## src/rtl/seq_pkg.sv

```systemverilog
// Package: register map, field layout, timing constants and carrier types for the lead/lag sequencer.
package seq_pkg;
   // ----------------------------------------
   // Timing
   // ----------------------------------------
   localparam int unsigned CLK_HZ = 10_000_000;
   localparam int unsigned TICK_S = 1;
   localparam int unsigned TICK_CYCLES = CLK_HZ * TICK_S;
   localparam int unsigned RESTART_MIN = 5;
   localparam logic [15:0] RESTART_SECS = 16'(RESTART_MIN * 60);
   // ----------------------------------------
   // Register offsets (byte addresses)
   // ----------------------------------------
   localparam logic [7:0] CTRL_OFS = 8'h00;
   localparam logic [7:0] SENSOR_OFS = 8'h04;
   localparam logic [7:0] SETPT_OFS = 8'h08;
   localparam logic [7:0] HYST_OFS = 8'h0C;
   localparam logic [7:0] DELAY_OFS = 8'h10;
   localparam logic [7:0] ROT_OFS = 8'h14;
   localparam logic [7:0] STAT_OFS = 8'h18;
   localparam logic [7:0] IRQ_STAT_OFS = 8'h1C;
   localparam logic [7:0] IRQ_MASK_OFS = 8'h20;
   localparam logic [7:0] RUN1_OFS = 8'h24;
   localparam logic [7:0] RUN2_OFS = 8'h28;
   // ----------------------------------------
   // Control register fields
   // ----------------------------------------
   localparam int CTL_SENS_VALID = 0;
   localparam int CTL_SCHED_VALID = 1;
   localparam int CTL_EQ_VALID = 2;
   localparam int CTL_ROTATING = 3;
   localparam int CTL_AUTO_RST = 4;
   localparam int CTL_ROTATE_NOW = 5;
   localparam int CTL_FORCE1_EN = 6;
   localparam int CTL_FORCE1_VAL = 7;
   localparam int CTL_FORCE2_EN = 8;
   localparam int CTL_FORCE2_VAL = 9;
   localparam int CTL_SENS_OOR = 10;
   localparam int CTL_DOW_EN = 11;
   localparam int CTL_DOM_EN = 12;
   localparam int CTL_HRS_EN = 13;
   // Interrupt status bits.
   localparam int IRQ_ALARM = 0;
   localparam int IRQ_NORMAL = 1;
   localparam int IRQ_ROTATE = 2;
   localparam int IRQ_W = 3;
   // ----------------------------------------
   // Reset values and seconds per hour
   // ----------------------------------------
   localparam logic [31:0] CTRL_RST = 32'h0000_0000;
   localparam logic [15:0] DELAY_RST = 16'h000A;
   localparam logic [31:0] ROT_RST = 32'h0000_0000;
   localparam logic [15:0] SETPT_LO_RST = 16'h0000;
   localparam logic [15:0] SETPT_HI_RST = 16'hFFFF;
   localparam logic [15:0] HYST_RST = 16'h0000;
   localparam logic [31:0] RUN_RST = 32'h0000_0000;
   localparam logic [31:0] SECS_PER_HOUR = 32'h0000_0E10;

   typedef enum logic [2:0] {
      S_IDLE, S_CONFIRM, S_RUN, S_FAILED
   } seq_state_t;

   typedef struct packed {
      logic status1;
      logic status2;
      logic occupied;
      logic equip_on;
      logic dow_hit;
      logic dom_hit;
   } field_in_t;

   typedef struct packed {
      logic drive1;
      logic drive2;
   } field_out_t;
endpackage

```

## src/rtl/lead_lag_seq.sv

```systemverilog
// Lead/lag two-device sequencer with APB registers, start confirmation and failover.
//
// Operation
// - Drive two devices as lead and lag.
// - Fixed mode: lag only backs up failed lead.
// - Manual rotate request swaps lead and lag.
// - Rotating mode swaps on day or hours.
// - Demand precedence: sensor, schedule, equipment status.
// - Auto-restart independent of demand source.
// - Sensor outside setpoints starts lead.
// - Stop only inside hysteresis band, else hold.
// - Schedule occupied runs lead, else stopped.
// - Equipment status on runs lead, else off.
// - Confirm start after delay, else try lag.
// - Both failed: outputs off until manual rotate request or auto-restart; alarm only when lag fails start confirmation.
// - Auto-restart retries every five minutes.
// - Running lead drops out: start lag.
// - Forced value overrides computed output.
// - Sensor out of range falls back to schedule.
// - Alarm clears on later success, readable flag.
`timescale 1ns/1ps
`default_nettype none
module lead_lag_seq #(
   // Cycles per one-second tick; only a bench has reason to shorten it.
   parameter int unsigned TICK_DIV = seq_pkg::TICK_CYCLES
) (
   // Clock and reset
   input wire logic pclk,
   input wire logic presetn,
   // APB slave
   input wire logic psel,
   input wire logic penable,
   input wire logic pwrite,
   input wire logic [7:0] paddr,
   input wire logic [31:0] pwdata,
   output logic [31:0] prdata,
   output logic pready,
   output logic pslverr,
   // Field side
   input wire seq_pkg::field_in_t field_in,
   output seq_pkg::field_out_t field_out,
   // Interrupt
   output logic irq
);
   import seq_pkg::*;

   // ----------------------------------------
   // Input synchronisers
   // ----------------------------------------
   field_in_t sync1_r, sync2_r;
   always_ff @(posedge pclk or negedge presetn) begin
      if (!presetn) begin
         sync1_r <= '0;
         sync2_r <= '0;
      end else begin
         sync1_r <= field_in;
         sync2_r <= sync1_r;
      end
   end

   // ----------------------------------------
   // One-second tick
   // ----------------------------------------
   logic [23:0] div_r;
   logic tick_r;
   always_ff @(posedge pclk or negedge presetn) begin
      if (!presetn) begin
         div_r <= '0;
         tick_r <= 1'b0;
      end else begin
         tick_r <= (div_r == 24'(TICK_DIV - 1));
         div_r <= (div_r == 24'(TICK_DIV - 1)) ? '0 : div_r + 24'h000001;
      end
   end

   // ----------------------------------------
   // Registers
   // ----------------------------------------
   logic [31:0] ctrl_r, rot_r, run1_r, run2_r;
   logic [15:0] sensor_r, lo_r, hi_r, hyst_r, delay_r;
   logic [IRQ_W-1:0] ista_r, imask_r;
   logic wr_en, rd_en, mapped, rotate_pulse;
   assign wr_en = psel && penable && pwrite;
   assign rd_en = psel && penable && !pwrite;
   assign mapped = (paddr <= RUN2_OFS) && (paddr[1:0] == 2'b00);
   assign rotate_pulse = wr_en && (paddr == CTRL_OFS) && pwdata[CTL_ROTATE_NOW];

   always_ff @(posedge pclk or negedge presetn) begin
      if (!presetn) begin
         ctrl_r <= CTRL_RST;
         sensor_r <= '0;
         lo_r <= SETPT_LO_RST;
         hi_r <= SETPT_HI_RST;
         hyst_r <= HYST_RST;
         delay_r <= DELAY_RST;
         rot_r <= ROT_RST;
         imask_r <= '0;
      end else if (wr_en) begin
         case (paddr)
            CTRL_OFS: ctrl_r <= pwdata & ~(32'h1 << CTL_ROTATE_NOW);
            SENSOR_OFS: sensor_r <= pwdata[15:0];
            SETPT_OFS: begin
               lo_r <= pwdata[15:0];
               hi_r <= pwdata[31:16];
            end
            HYST_OFS: hyst_r <= pwdata[15:0];
            DELAY_OFS: delay_r <= pwdata[15:0];
            ROT_OFS: rot_r <= pwdata;
            IRQ_MASK_OFS: imask_r <= pwdata[IRQ_W-1:0];
            default: ;
         endcase
      end
   end

   // ----------------------------------------
   // Demand selection
   // ----------------------------------------
   logic sens_ok, demand, ana_dem_r;
   logic [16:0] lo_band, hi_band;
   // Out-of-range sensor is treated as absent.
   assign sens_ok = ctrl_r[CTL_SENS_VALID] && !ctrl_r[CTL_SENS_OOR];
   assign lo_band = {1'b0, lo_r} + {1'b0, hyst_r};
   assign hi_band = {1'b0, hi_r} - {1'b0, hyst_r};
   always_ff @(posedge pclk or negedge presetn) begin
      if (!presetn) begin
         ana_dem_r <= 1'b0;
      end else if (sensor_r > hi_r || sensor_r < lo_r) begin
         ana_dem_r <= 1'b1;
      end else if ({1'b0, sensor_r} >= lo_band && {1'b0, sensor_r} <= hi_band) begin
         ana_dem_r <= 1'b0;
      end
   end
   always_comb begin
      if (sens_ok) begin
         demand = ana_dem_r;
      end else if (ctrl_r[CTL_SCHED_VALID]) begin
         demand = sync2_r.occupied;
      end else if (ctrl_r[CTL_EQ_VALID]) begin
         demand = sync2_r.equip_on;
      end else begin
         demand = 1'b0;
      end
   end

   // ----------------------------------------
   // Sequencer
   // ----------------------------------------
   seq_state_t state_r;
   logic lead_r, on_lag_r, alarm_r, drv1, drv2, act_status;
   logic [15:0] tmr_r;
   logic [31:0] since_rot_r;
   logic auto_rot, do_rot, rot_edge_r, dow_d_r, dom_d_r;
   logic ev_alarm, ev_normal;
   // lead_r = 0 means device 1 leads.
   assign act_status = (lead_r ^ on_lag_r) ? sync2_r.status2 : sync2_r.status1;
   // Calendar or runtime trigger in rotating mode.
   assign auto_rot = ctrl_r[CTL_ROTATING] && (
      (ctrl_r[CTL_DOW_EN] && sync2_r.dow_hit && !dow_d_r) ||
      (ctrl_r[CTL_DOM_EN] && sync2_r.dom_hit && !dom_d_r) ||
      (ctrl_r[CTL_HRS_EN] && !rot_edge_r && rot_r != '0 && since_rot_r >= rot_r * SECS_PER_HOUR));
   assign ev_alarm = (state_r == S_CONFIRM) && demand && tick_r && tmr_r <= 16'h0001 && !act_status && on_lag_r;
   assign ev_normal = alarm_r && (state_r == S_CONFIRM) && act_status;
   // The runtime trigger is a level, so it waits out the cycle that clears its count, or it would swap twice.
   assign do_rot = rotate_pulse || (auto_rot && state_r != S_CONFIRM);

   always_ff @(posedge pclk or negedge presetn) begin
      if (!presetn) begin
         dow_d_r <= 1'b0;
         dom_d_r <= 1'b0;
      end else begin
         dow_d_r <= sync2_r.dow_hit;
         dom_d_r <= sync2_r.dom_hit;
      end
   end

   always_ff @(posedge pclk or negedge presetn) begin
      if (!presetn) begin
         lead_r <= 1'b0;
         rot_edge_r <= 1'b0;
      end else begin
         rot_edge_r <= do_rot;
         // Fixed mode swaps only on manual request.
         if (do_rot) begin
            lead_r <= ~lead_r;
         end
      end
   end

   always_ff @(posedge pclk or negedge presetn) begin
      if (!presetn) begin
         state_r <= S_IDLE;
         on_lag_r <= 1'b0;
         tmr_r <= '0;
      end else begin
         case (state_r)
            S_IDLE: begin
               on_lag_r <= 1'b0;
               if (demand) begin
                  state_r <= S_CONFIRM;
                  tmr_r <= delay_r;
               end
            end
            S_CONFIRM: begin
               if (!demand) begin
                  state_r <= S_IDLE;
               end else if (act_status) begin
                  state_r <= S_RUN;
               end else if (tick_r) begin
                  if (tmr_r > 16'h0001) begin
                     tmr_r <= tmr_r - 16'h0001;
                  end else if (!on_lag_r) begin
                     on_lag_r <= 1'b1;
                     tmr_r <= delay_r;
                  end else begin
                     state_r <= S_FAILED;
                     tmr_r <= RESTART_SECS;
                  end
               end
            end
            S_RUN: begin
               if (!demand) begin
                  state_r <= S_IDLE;
               end else if (!act_status && !on_lag_r) begin
                  on_lag_r <= 1'b1;
                  state_r <= S_CONFIRM;
                  tmr_r <= delay_r;
               end else if (!act_status) begin
                  state_r <= S_FAILED;
                  tmr_r <= RESTART_SECS;
               end
            end
            S_FAILED: begin
               // Retry does not look at the demand source.
               if (rotate_pulse) begin
                  state_r <= S_IDLE;
               end else if (ctrl_r[CTL_AUTO_RST] && tick_r) begin
                  if (tmr_r > 16'h0001) begin
                     tmr_r <= tmr_r - 16'h0001;
                  end else begin
                     state_r <= S_IDLE;
                  end
               end
            end
            default: state_r <= S_IDLE;
         endcase
      end
   end

   // Alarm flag set when lag fails start confirmation, cleared on success.
   always_ff @(posedge pclk or negedge presetn) begin
      if (!presetn) begin
         alarm_r <= 1'b0;
      end else if (ev_alarm) begin
         alarm_r <= 1'b1;
      end else if (ev_normal) begin
         alarm_r <= 1'b0;
      end
   end

   always_ff @(posedge pclk or negedge presetn) begin
      if (!presetn) begin
         run1_r <= RUN_RST;
         run2_r <= RUN_RST;
         since_rot_r <= RUN_RST;
      end else begin
         if (rot_edge_r) begin
            since_rot_r <= RUN_RST;
         end else if (tick_r && (drv1 || drv2)) begin
            since_rot_r <= since_rot_r + 32'h1;
         end
         if (tick_r && sync2_r.status1) begin
            run1_r <= run1_r + 32'h1;
         end
         if (tick_r && sync2_r.status2) begin
            run2_r <= run2_r + 32'h1;
         end
      end
   end

   // ----------------------------------------
   // Outputs
   // ----------------------------------------
   logic active;
   assign active = (state_r == S_CONFIRM) || (state_r == S_RUN);
   // Only the active device of the pair is driven.
   assign drv1 = active && ((lead_r ^ on_lag_r) == 1'b0);
   assign drv2 = active && ((lead_r ^ on_lag_r) == 1'b1);
   always_ff @(posedge pclk or negedge presetn) begin
      if (!presetn) begin
         field_out <= '0;
      end else begin
         field_out.drive1 <= ctrl_r[CTL_FORCE1_EN] ? ctrl_r[CTL_FORCE1_VAL] : drv1;
         field_out.drive2 <= ctrl_r[CTL_FORCE2_EN] ? ctrl_r[CTL_FORCE2_VAL] : drv2;
      end
   end

   // ----------------------------------------
   // Interrupts and read path
   // ----------------------------------------
   logic [IRQ_W-1:0] iset;
   assign iset = {rot_edge_r, ev_normal, ev_alarm};
   // Set wins over a write-one clear in the same cycle.
   always_ff @(posedge pclk or negedge presetn) begin
      if (!presetn) begin
         ista_r <= '0;
         irq <= 1'b0;
      end else begin
         if (wr_en && paddr == IRQ_STAT_OFS) begin
            ista_r <= (ista_r & ~pwdata[IRQ_W-1:0]) | iset;
         end else begin
            ista_r <= ista_r | iset;
         end
         irq <= |(ista_r & imask_r);
      end
   end

   always_ff @(posedge pclk or negedge presetn) begin
      if (!presetn) begin
         prdata <= '0;
         pready <= 1'b0;
         pslverr <= 1'b0;
      end else begin
         pready <= psel && !penable;
         pslverr <= psel && !penable && !mapped;
         prdata <= '0;
         if (psel && !penable && !pwrite) begin
            case (paddr)
               CTRL_OFS: prdata <= ctrl_r;
               SENSOR_OFS: prdata <= {16'h0000, sensor_r};
               SETPT_OFS: prdata <= {hi_r, lo_r};
               HYST_OFS: prdata <= {16'h0000, hyst_r};
               DELAY_OFS: prdata <= {16'h0000, delay_r};
               ROT_OFS: prdata <= rot_r;
               STAT_OFS: prdata <= {22'h0, tmr_r[6:0], alarm_r, lead_r, on_lag_r};
               IRQ_STAT_OFS: prdata <= {29'h0, ista_r};
               IRQ_MASK_OFS: prdata <= {29'h0, imask_r};
               RUN1_OFS: prdata <= run1_r;
               RUN2_OFS: prdata <= run2_r;
               default: prdata <= '0;
            endcase
         end
      end
   end

   // ----------------------------------------
   // Assertions
   // ----------------------------------------
   a_force_one: assert property (@(posedge pclk) disable iff (!presetn)
      ctrl_r[CTL_FORCE1_EN] |=> field_out.drive1 == $past(ctrl_r[CTL_FORCE1_VAL]))
      else $error("Forced value not applied to output one.");
   a_failed_off: assert property (@(posedge pclk) disable iff (!presetn)
      state_r == S_FAILED |-> !drv1 && !drv2)
      else $error("Device driven while both failed.");
   a_alarm_set: assert property (@(posedge pclk) disable iff (!presetn)
      ev_alarm |=> alarm_r && state_r == S_FAILED)
      else $error("Alarm not raised on double failure.");
   a_one_drive: assert property (@(posedge pclk) disable iff (!presetn)
      !(drv1 && drv2))
      else $error("Both devices driven at once.");
   a_rotate_swap: assert property (@(posedge pclk) disable iff (!presetn)
      rotate_pulse |=> lead_r != $past(lead_r))
      else $error("Manual rotate did not swap roles.");
   a_fixed_hold: assert property (@(posedge pclk) disable iff (!presetn)
      !ctrl_r[CTL_ROTATING] && !rotate_pulse |=> $stable(lead_r))
      else $error("Lead changed in fixed mode.");
   a_lead_drop: assert property (@(posedge pclk) disable iff (!presetn)
      state_r == S_RUN && demand && !act_status && !on_lag_r |=> on_lag_r && state_r == S_CONFIRM)
      else $error("Lag not started after lead dropped out.");
   a_tick_period: assert property (@(posedge pclk) disable iff (!presetn)
      tick_r |=> !tick_r [*8])
      else $error("Second tick repeats too soon.");
   c_failover: cover property (@(posedge pclk) disable iff (!presetn) state_r == S_CONFIRM && on_lag_r);
   c_alarm: cover property (@(posedge pclk) disable iff (!presetn) ev_alarm);
   c_normal: cover property (@(posedge pclk) disable iff (!presetn) ev_normal);
endmodule
`default_nettype wire

```

## config.mk

```make
export PLATFORM = sky130hd
export DESIGN_NAME = lead_lag_seq
export DESIGN_NICKNAME = d
export VERILOG_FILES = /design/src/rtl/seq_pkg.sv /design/src/rtl/lead_lag_seq.sv
export SDC_FILE = /design/constraint.sdc
export NUM_CORES = 1
export LEC_CHECK = 0
export ABC_AREA = 1
export BUFFER_PORTS_ARGS = -buffer_cell sky130_fd_sc_hd__buf_2
export CELL_PAD_IN_SITES_DETAIL_PLACEMENT = 1
export CELL_PAD_IN_SITES_GLOBAL_PLACEMENT = 2
export CORE_ASPECT_RATIO = 0.7
export CORE_MARGIN = 1
export CORE_UTILIZATION = 42
export CTS_CLUSTER_DIAMETER = 200
export DETAILED_ROUTE_END_ITERATION = 7
export PLACE_DENSITY_LB_ADDON = 0.1
export SYNTH_ARGS = -nofsm -noshare
export SYNTH_HDL_FRONTEND = slang
export SYNTH_SLANG_ARGS = --single-unit
```

## constraint.sdc

```tcl
create_clock -name pclk -period 10.7 [get_ports pclk]
set_input_delay 1.605 -clock pclk [delete_from_list [all_inputs] [get_ports pclk]]
set_output_delay 1.605 -clock pclk [all_outputs]
set_load 0.01 [all_outputs]
```

==> results_dict.tcl, run 1 <==
set metrics [dict create \
    cts.path.max_buffers 3 \
    num_vias 19855 \
    rrSetupSlack_ns 4.99 \
    yosys.area_share.xor_xnor_pct 5.669 \
    finish.net_count 3152 \
    grt_pass1_vias 20310 \
    rows 70 \
    numCtsBuffers 39 \
    syn2layout_area_growth_pct 11.64 \
    worstHoldPathType "reg -> reg" \
    core-area_mm2 0.05264 \
    fmax_ghz 0.1751 \
    die_height_um 195.9 \
    synthSimpleGateAreaFrac_pct 19.52 \
    port_buffers 87 \
    rr_worst_depth 27 \
    peakVddDrop_uv 90.11 \
    holdBufCountCts 0 \
    start_util_pct 42.85 \
    synth_mux_area_share_pct 0 \
    gp_congestion 0.9414 \
    ys_warn_count 0 \
    synth_top_area_share_pct 36.16 \
    drcViolationCount 0 \
    synthArstFlopShare_pct 100.0 \
    hold_viol 0 \
    clk_latency_ns 0.57 \
    synthTopCellsByArea "dfrtp_1 36%, ha_1 12%, nand2_1 9.4%" \
    status "finished, final reports clean" \
    drtAntennaViolNets 0 \
    critPathCaptureType "register" \
    rsz0062_at_grt "false" \
    finalCriticalPeriod_ns 5.710 \
    path_max_fanout 5 \
    n_fill_cell 6370 \
    avgSynthCellArea_um2 8.170 \
    regToRegEndpoint "lead_r$_DFFE_PN0P_" \
    synth_compound_area_share_pct 13.56 \
    finalMaxSlewViolations 0 \
    grt_pass1_wl_mm 124.7 \
    synth_edf_count 0 \
    tightestPinTransition_ns 1.225 \
    regArea_mm2 0.008631 \
    finalPower_mw 3.433 \
    synthCells 2761 \
    multi_input_area_mm2 0.01222 \
    die-area_mm2 0.05466 \
    endpoint "lead_r$_DFFE_PN0P_" \
    tns_ns 0 \
    cts_tree "done" \
    synth.most_common_cell "nand2_1" \
    wl_per_cell_um 22.46 \
    power.density_mw_per_mm2 136.3 \
    synth_fp_nets 3064 \
    synth_top_area_cell "dfrtp_1" \
    crit_start "rot_r[2]$_DFFE_PN0P_" \
    grt_max_degree 78 \
    wl_mm 80.77 \
    ys_types 50 \
    cp.required_ns 11.16 \
    ctsResizeCount 0 \
    crit_type "reg -> reg" \
    cts-htree-levels 2 \
    start_kind "register" \
    r2r_start "rot_r[2]$_DFFE_PN0P_" \
    synth-seq-cells 344 \
    grt.total_usage_pct 30.14 \
    fp.dieW_um 279.0 \
    drive_above_1_share_pct 8.243 \
    grt_antenna_before_repair 1 \
    p_leak_nw 12.12 \
    synth-seq-area-share_pct 38.26 \
    final.setup_skew_ns 0.02364 \
    grt_overflow 0 \
    synth_common_cells "563 x nand2_1, 384 x inv_1, 326 x dfrtp_1, 230 x o21ai_0, 210 x ha_1" \
    cts.sinks 344 \
    dp_hpwl_mm 63.13 \
    postCtsSetupRepairBufs 0 \
    routed_via_density 5.521 \
    timing.final.crit_share_pct 53.37 \
    slew_headroom_pct 18.30 \
    netlist_area_mm2 0.02256 \
    synthFlopType "dfrtp_1" \
    io_pins 88 \
    cts-root-buf "clkbuf_16" \
    synth_top_family_by_area "simple AND/OR/NAND/NOR gates" \
    clk_pin_slew_ns 0.07 \
    cp_data_arrival_time_ns 6.17 \
    drv_cap 0 \
    first_pass_iters 5 \
    drtIter0Drc 1460 \
    synth-adder-area-share_pct 15.38 \
    setup_viol 0 \
]
[layout by cell type (no fill, tap or decap), drive strengths merged, types with 18 or more instances in the layout]
| cell | instances |
|---|---|
| nand2 | 566 |
| inv | 397 |
| dfrtp | 326 |
| o21ai | 250 |
| ha | 210 |
| nor2 | 184 |
| a21oi | 158 |
| nand3 | 113 |
| xor2 | 112 |
| buf | 104 |
| nor3 | 78 |
| clkbuf | 56 |
| o22ai | 42 |
| fa | 42 |
| nand4 | 40 |
| xnor2 | 34 |
| nor4 | 21 |
| a31oi | 18 |
| dfstp | 18 |
[layout make-up]
class,count,share of cell area [%]
well taps,720,3.577
flip-flops and latches,344,34.27
clock inverters,11,0.8397
inverters,399,5.947
repair buffers,104,2.276
diodes,1,0.009937
clock buffers,56,4.536
multi-input cells,1961,48.54
[routing by layer]
layer  routed length [µm]  track usage (%)  up-vias
met4                 1692            6.858        0
met5                    0                0        -
li1                     -                -     9338
met2                32770            42.69      487
met3                 5476            6.121       82
met1                40830            46.59     9948
[critical path: stages, from the launching register on]
cell	delay, ns
dfrtp_1	0.39
inv_1	0.16
fa_1	0.55
inv_1	0.04
ha_1	0.32
fa_1	0.47
ha_1	0.31
ha_1	0.35
a21oi_1	0.23
o21ai_1	0.21
a21oi_1	0.29
o21ai_1	0.17
a21oi_1	0.34
xor2_1	0.41
ha_1	0.31
nand2_1	0.09
o21bai_1	0.12
nand2_1	0.08
nand2_1	0.06
nand3_1	0.07
nor2_1	0.12
nand3_1	0.10
nand2_1	0.07
nand2_1	0.05
nand2_1	0.11
nand2_1	0.07
nand2_1	0.07
nand2_1	0.05
[through the flow]
step | hold slack, ns | instance area [µm²] | setup slack, ns | util (%) | std cells
final | 0.3499 | 25180 | 4.990 | 47.84 | 3596
after global routing | 0.3516 | 25180 | 4.566 | 47.84 | 3595
after CTS | 0.3500 | 25180 | 5.028 | 47.84 | 3595
after detailed placement | 0.3363 | 23830 | 5.058 | 45.27 | 3528
after global placement | 0.3325 | 23830 | 5.101 | 45.27 | 3528
after floorplan | 0.3312 | 22560 | 5.971 | - | 2761
[cells by family (layout without fill, tap and decap cells)]
family	after synthesis	count (layout)
other cells	0	1
buf+inv	456	570
flops	344	344
fa+ha+maj	252	252
simple gates	1015	1015
compound gates	548	548
xor+xnor	146	146
[flip-flops by register name (all words and copies together) (netlist names), 16 cells and up]
register	flops
prdata	32
rot_r	32
run1_r	32
run2_r	32
since_rot_r	32
ctrl_r	31
div_r	24
delay_r	16
hi_r	16
hyst_r	16
lo_r	16
sensor_r	16
tmr_r	16
[where the power goes]
group | internal, mW | total (mW) | switching, mW
Sequential | 1.35 | 1.40 | 0.0537
Combinational | 0.179 | 0.566 | 0.386
Clock | 0.885 | 1.47 | 0.580
Total | 2.41 | 3.43 | 1.02
[worst min-delay path by stage]
stage / cells past startpoint / start / end / slack (ns)
after global routing: 0 / sync1_r[2]$_DFF_PN0_ / sync2_r[2]$_DFF_PN0_ / 0.35
final: 0 / sync1_r[2]$_DFF_PN0_ / sync2_r[2]$_DFF_PN0_ / 0.35
after floorplan: 0 / sync1_r[0]$_DFF_PN0_ / sync2_r[0]$_DFF_PN0_ / 0.33
after detailed placement: 0 / sync1_r[5]$_DFF_PN0_ / sync2_r[5]$_DFF_PN0_ / 0.34
after global placement: 0 / sync1_r[1]$_DFF_PN0_ / sync2_r[1]$_DFF_PN0_ / 0.33
after CTS: 0 / sync1_r[2]$_DFF_PN0_ / sync2_r[2]$_DFF_PN0_ / 0.35
(Power assumes the default switching activity.)
==> run 2: changes to the inputs <==
- CORE_UTILIZATION: 42 -> 35
- clock period: 10.7 -> 4.6 ns (I/O delays scaled with it)
==> run 2 against run 1 <==
  * The flow now finishes with violations (setup timing)
  * Core utilization shrank 4.6 points
  * Final area grew 8.8%
  * Final cell count grew 7.6%
  * Sequential share of layout area shrank 2.8 points
  * Largest cell class unchanged
  * Die area grew 20%
  * Sequential power grew 130%
  * Critical endpoint unchanged
  * Power grew 130%
  * Largest power group unchanged
  * Worst setup slack lost 5.3 ns
==> results_dict.tcl, run 2 (same netlist as run 1, synthesis figures left out) <==
set metrics [dict create \
    die_height_um 214.4 \
    worstHoldPathType "in -> async" \
    drive_above_1_share_pct 17.36 \
    peakVddDrop_uv 209.1 \
    first_pass_iters 5 \
    cp.required_ns 5.12 \
    drcViolationCount 0 \
    finalMaxSlewViolations 0 \
    final.setup_skew_ns 0.02082 \
    gp_congestion 0.8960 \
    grt_overflow 0 \
    fmax_ghz 0.2027 \
    violations "setup timing" \
    power.density_mw_per_mm2 294.3 \
    crit_type "reg -> reg" \
    p_leak_nw 12.97 \
    clock_power_share_pct 41.9 \
    numCtsBuffers 41 \
    p_switching_mw 2.478 \
    n_fill_cell 7601 \
    io_pins 88 \
    hold_viol 0 \
    grt_antenna_before_repair 3 \
    clk_latency_ns 0.58 \
    die-area_mm2 0.06549 \
    finalCriticalPeriod_ns 4.933 \
    grt_pass1_vias 21283 \
    clk_pin_slew_ns 0.07 \
    drv_cap 0 \
    tightestPinTransition_ns 1.164 \
    cts.sinks 344 \
    swShare_pct 30.72 \
    cts-root-buf "clkbuf_16" \
    drtAntennaViolNets 0 \
    dp_hpwl_mm 67.81 \
    grt_max_degree 92 \
    grt_pass1_wl_mm 133.3 \
    cts_tree "done" \
    grt.total_usage_pct 26.76 \
    timing.final.crit_share_pct 107.2 \
    holdBufCountCts 0 \
    cts.path.max_buffers 3 \
    status "finished with violations" \
    dp_cells 3773 \
    core-area_mm2 0.06339 \
    cp_data_arrival_time_ns 5.45 \
    rows 77 \
    slew_headroom_pct 22.39 \
    port_buffers 87 \
    fp.dieW_um 305.4 \
    cts-htree-levels 2 \
    drtIter0Drc 1349 \
    worst_slack_ns -0.3325 \
    finish.net_count 3312 \
    syn2layout_area_growth_pct 21.49 \
    internal_power_mw 5.588 \
    critPathCaptureType "register" \
    routed_via_density 5.274 \
    start_util_pct 35.58 \
    wl_per_cell_um 22.30 \
    rsz0062_at_grt "true" \
    wl_mm 86.30 \
    antenna_cells 0 \
    final_cells 3870 \
    num_vias 20412 \
    p_seq_share_pct 40.4 \
    path_max_fanout 4 \
    setup_viol 2 \
    mostFrequentLayoutCell "nand2_1" \
    share_comb_of_total_power_pct 17.7 \
    start_kind "register" \
    post-route-util_pct 43.23 \
    mostFrequentLayoutCells "544 x nand2_1, 363 x inv_1, 325 x dfrtp_1" \
]
-- run 2: changes by cell type in the layout (fill, tap and decap cells not counted), moves of 6 or more --
cell      delta
nand2_2     +15
clkinv_2     +8
o21ai_0     -10
inv_1       -21
o21ai_2      +6
ha_4        +39
nand2_1     -16
a21oi_2     +13
a21oi_1     -19
ha_1        -39
buf_4      +153
inv_2       +20
a21oi_4      +6
-- run 2: repair_timing --
action,4_1_cts,5_1_grt
pin swaps,68,34
buffers inserted,17,4
setup endpoints to repair,2,2
resized for setup,130,22
-- run 2: layer usage --
layer | up-vias | global-route usage (%) | share of wire, %
met5 | - | 0 | 0
met2 | 436 | 37.53 | 40
met3 | 89 | 4.734 | 5.5
met4 | 0 | 5.863 | 1.9
met1 | 10229 | 42.03 | 52
li1 | 9658 | - | -
-- run 2: through the flow --
stage / TNS (ns) / setup slack [ns] / power, mW / instance area, µm² / hold WS, ns
final: -0.5646 / -0.3325 / 8.066 / 27410 / 0.04815
after global routing: -0.8791 / -0.4939 / 8.455 / 27410 / 0.1142
after CTS: -0.4269 / -0.2593 / 8.132 / 27220 / 0.1046
after detailed placement: -1.046 / -0.5685 / 4.666 / 25020 / 0.3355
after global placement: -0.7667 / -0.4383 / 4.631 / 25020 / 0.3334
after floorplan: 0 / 0.01164 / 4.131 / 22560 / 0.3312
-- run 2: path summary, 6_finish.rpt --
check | start | to | slack, ns | depth (start not counted)
max in group asynchronous | presetn | run2_r[17]$_DFFE_PN0P_ | 3.32 | 2
min in group pclk | field_in[4] | sync1_r[4]$_DFF_PN0_ | 0.21 | 1
worst min register to register | sync1_r[5]$_DFF_PN0_ | sync2_r[5]$_DFF_PN0_ | 0.35 | 0
worst min-delay path | presetn | since_rot_r[29]$_DFFE_PN0P_ | 0.05 | 1
worst max-delay path | rot_r[6]$_DFFE_PN0P_ | lead_r$_DFFE_PN0P_ | -0.33 | 25
worst max register to register | rot_r[6]$_DFFE_PN0P_ | lead_r$_DFFE_PN0P_ | -0.33 | 25
-- run 2: power groups by stage --
stage	clock network [mW]	registers, mW	logic [mW]
after floorplan	0	3.27	0.860
after global placement	0	3.31	1.33
after detailed placement	0	3.31	1.36
after CTS	3.46	3.25	1.41
after global routing	3.58	3.27	1.61
final	3.38	3.26	1.43
-- run 2: cell type report --
| class | instances | area (µm²) | share of cell area (%) |
|---|---|---|---|
| timing repair buffer | 262 | 1821 | 6.643 |
| tap | 829 | 1037 | 3.785 |
| multi-input combinational | 1961 | 13060 | 47.64 |
| clock inverter | 18 | 180.2 | 0.6574 |
| clock buffer | 57 | 1179 | 4.301 |
| sequential | 344 | 8632 | 31.50 |
| inverter | 399 | 1500 | 5.474 |
-- run 2: critical path: stages (launching register included) --
cell and delay [ns]:
dfrtp_1 0.36, inv_2 0.08, fa_1 0.53, inv_1 0.04
ha_1 0.31, fa_1 0.46, ha_1 0.35, ha_4 0.26
buf_4 0.16, nand2_1 0.20, o21ai_2 0.13, a21oi_2 0.25
o21bai_1 0.13, xnor2_1 0.15, ha_1 0.31, nand4_1 0.18
buf_4 0.20, nor3_4 0.17, nand3_1 0.11, nand3_2 0.11
nand2_2 0.05, nand2_2 0.09, nand2_2 0.07, nand2_2 0.07
nand2_1 0.05, nand2_1 0.05
==> run 3: changes to the inputs <==
- ABC_AREA: 1 -> not set
- CORE_UTILIZATION: 35 -> 38
- CTS_CLUSTER_SIZE: not set -> 24
==> run 3 against run 2 <==
  * Maximum frequency down 6.5%
  * Via count is 19% lower
  * Critical path type unchanged
  * The flow still finishes with violations (setup timing)
  * Clock power is 45% lower
  * Largest cell class unchanged
  * Largest power group is now sequential cells
  * Area after synthesis down 5.6%
  * Count of clock-buffer cells in the layout down 26
  * Wire length fell by 19%
  * Critical endpoint unchanged
==> results_dict.tcl, run 3 <==
set metrics [dict create \
    grt_pass1_wl_mm 108.4 \
    wl_per_cell_um 23.61 \
    rsz0062_at_grt "true" \
    tightestPinTransition_ns 1.213 \
    slowest_delay_ns 0.59 \
    routed_via_density 5.623 \
    fp.dieW_um 285.0 \
    drv_cap 0 \
    core-area_mm2 0.05531 \
    power.density_mw_per_mm2 268.7 \
    synthTopCellsByArea "dfrtp_1 38%, ha_1 12%, mux2_2 8.0%" \
    path_max_fanout 4 \
    worstHoldPathType "in -> async" \
    path_delay_family "adder cells" \
    grt_overflow 0 \
    synth_fp_nets 2323 \
    cts_tree "done" \
    start_kind "register" \
    synth_edf_count 0 \
    wl_mm 69.62 \
    final.setup_skew_ns 0.04124 \
    rows 72 \
    grt.total_usage_pct 24.66 \
    drcViolationCount 0 \
    ys_types 72 \
    synthCells 2020 \
    tns_ns -1.314 \
    cts-htree-levels 1 \
    synth-seq-cells 344 \
    antenna_cells 0 \
    finalCriticalPeriod_ns 5.276 \
    cts.path.max_buffers 3 \
    hold_viol 0 \
    drtIter0Drc 1086 \
    post-route-util_pct 44.24 \
    synth_common_cells "326 x dfrtp_1, 210 x ha_1, 162 x inv_1, 152 x mux2_2, 119 x nor2_1" \
    syn2layout_area_growth_pct 14.87 \
    grt_pass1_vias 17563 \
    crit_type "reg -> reg" \
    avgSynthCellArea_um2 10.55 \
    netlist_area_mm2 0.02130 \
    cp_num_buf_inv 3 \
    first_pass_iters 8 \
    synthArstFlopShare_pct 100.0 \
    numCtsBuffers 18 \
    dpl-instance-area_mm2 0.02356 \
    mostFrequentLayoutCells "326 x dfrtp_1, 183 x ha_1, 152 x mux2_2" \
    cts.sinks 344 \
    cp_data_arrival_time_ns 5.69 \
    dp_hpwl_mm 53.49 \
    finalMaxSlewViolations 0 \
    io_pins 88 \
    cp_slowest_cell "fa_1" \
    mostFrequentLayoutCell "dfrtp_1" \
    drive_above_1_share_pct 22.27 \
    synthFlopType "dfrtp_1" \
    stdcell_area_mm2 0.02447 \
    grt_antenna_before_repair 2 \
    finish.net_count 2500 \
    start_util_pct 38.52 \
    critPathCaptureType "register" \
    slew_headroom_pct 18.64 \
    gp_congestion 0.8451 \
    p_leak_nw 11.66 \
    cp.required_ns 5.02 \
    clk_latency_ns 0.56 \
    violations "setup timing" \
    cts-root-buf "clkbuf_16" \
    n_fill_cell 6090 \
    ys_warn_count 0 \
    cp_cell_sequence "inv_2, fa_1, inv_2, ha_4, fa_1, ha_4, ha_4, a21o_1, a21oi_4, buf_6, o211ai_1, o31a_1, a211o_1, a21oi_2, xor2_1, ha_1, and4_4, a211oi_2, o211ai_1, a31oi_1, o21ai_2, xor2_1" \
    grt_max_degree 115 \
    die-area_mm2 0.05703 \
    timing.final.crit_share_pct 114.7 \
    worst_slack_ns -0.6755 \
    synth-seq-area-share_pct 40.51 \
    setup_viol 2 \
    peakVddDrop_uv 235.5 \
    clk_pin_slew_ns 0.11 \
    port_buffers 87 \
    synth.most_common_cell "dfrtp_1" \
    status "finished with violations" \
    die_height_um 200.1 \
    synth_top_area_share_pct 38.29 \
    synth_top_area_cell "dfrtp_1" \
    fmax_ghz 0.1896 \
    num_vias 16581 \
    drtAntennaViolNets 0 \
    crit_top_cell "ha_4" \
]
## run 3: where the power goes
part / total, mW / internal [mW] / leakage [nW] / switching (mW)
Clock: 1.87 / 0.793 / 0.256 / 1.08
Sequential: 3.29 / 3.13 / 4.65 / 0.163
Combinational: 1.41 / 0.522 / 6.76 / 0.890
## run 3: layout make-up
type                            instances  area, µm²  area share [%]
Sequential cell                       344       8631           35.27
Timing Repair Buffer                  218       1461           5.972
Tap cell                              740      925.9           3.783
Multi-Input combinational cell       1453      12310           50.30
Clock buffer                           31      520.5           2.127
Inverter                              162      608.1           2.485
Clock inverter                          1      16.27         0.06647
## run 3: through the flow
stage	power, mW	std cells	worst slack [ns]	hold slack, ns
after global routing	6.912	2949	-0.9818	0.1842
after floorplan	4.183	2020	-0.3723	0.3312
final	6.577	2949	-0.6755	0.1283
after global placement	4.699	2900	-0.6653	0.3346
after detailed placement	4.734	2900	-0.8925	0.3401
after CTS	6.645	2945	-0.6697	0.1430
## run 3: routing by layer
layer / up-vias / track usage (%) / wire length (µm)
li1: 7620 / - / -
met1: 8532 / 37.25 / 34720
met2: 363 / 36.93 / 29740
met3: 66 / 4.089 / 3802
met4: 0 / 5.023 / 1360
met5: - / 0 / 0
## run 3: final timing paths
kind / startpoint / endpoint / slack, ns / cells after the start
min in group pclk: field_in[1] / sync1_r[1]$_DFF_PN0_ / 0.24 / 1
worst min-delay path: presetn / since_rot_r[26]$_DFFE_PN0P_ / 0.13 / 1
worst max-delay path: rot_r[5]$_DFFE_PN0P_ / lead_r$_DFFE_PN0P_ / -0.68 / 22
worst max register to register: rot_r[5]$_DFFE_PN0P_ / lead_r$_DFFE_PN0P_ / -0.68 / 22
max in group asynchronous: presetn / tmr_r[10]$_DFFE_PN0P_ / 3.36 / 2
worst min register to register: sync1_r[5]$_DFF_PN0_ / sync2_r[5]$_DFF_PN0_ / 0.36 / 0
## run 3: timing repair
| action | 4_1_cts | 5_1_grt |
|---|---|---|
| buffers inserted | 13 | 4 |
| endpoints found under the setup margin | 2 | 3 |
| cloned | 0 | 0 |
| endpoints found under the hold margin | 0 | 0 |
| hold buffers | 0 | 0 |
| pin swaps | 34 | 7 |
| resized for setup | 27 | 13 |
## run 3: cells by family (layout without fill, tap and decap cells)
| kind of cell | count (synthesis) | count (layout) | synth area share (%) |
|---|---|---|---|
| AO/OA/AOI/OAI | 414 | 414 | 13.53 |
| adder cells (fa/ha/maj) | 252 | 252 | 16.28 |
| multiplexers | 152 | 152 | 8.034 |
| AND/OR/NAND/NOR | 473 | 473 | 10.98 |
| buffers and inverters | 223 | 412 | 3.999 |
| XOR/XNOR | 162 | 162 | 6.660 |
| flip-flops | 344 | 344 | 40.51 |
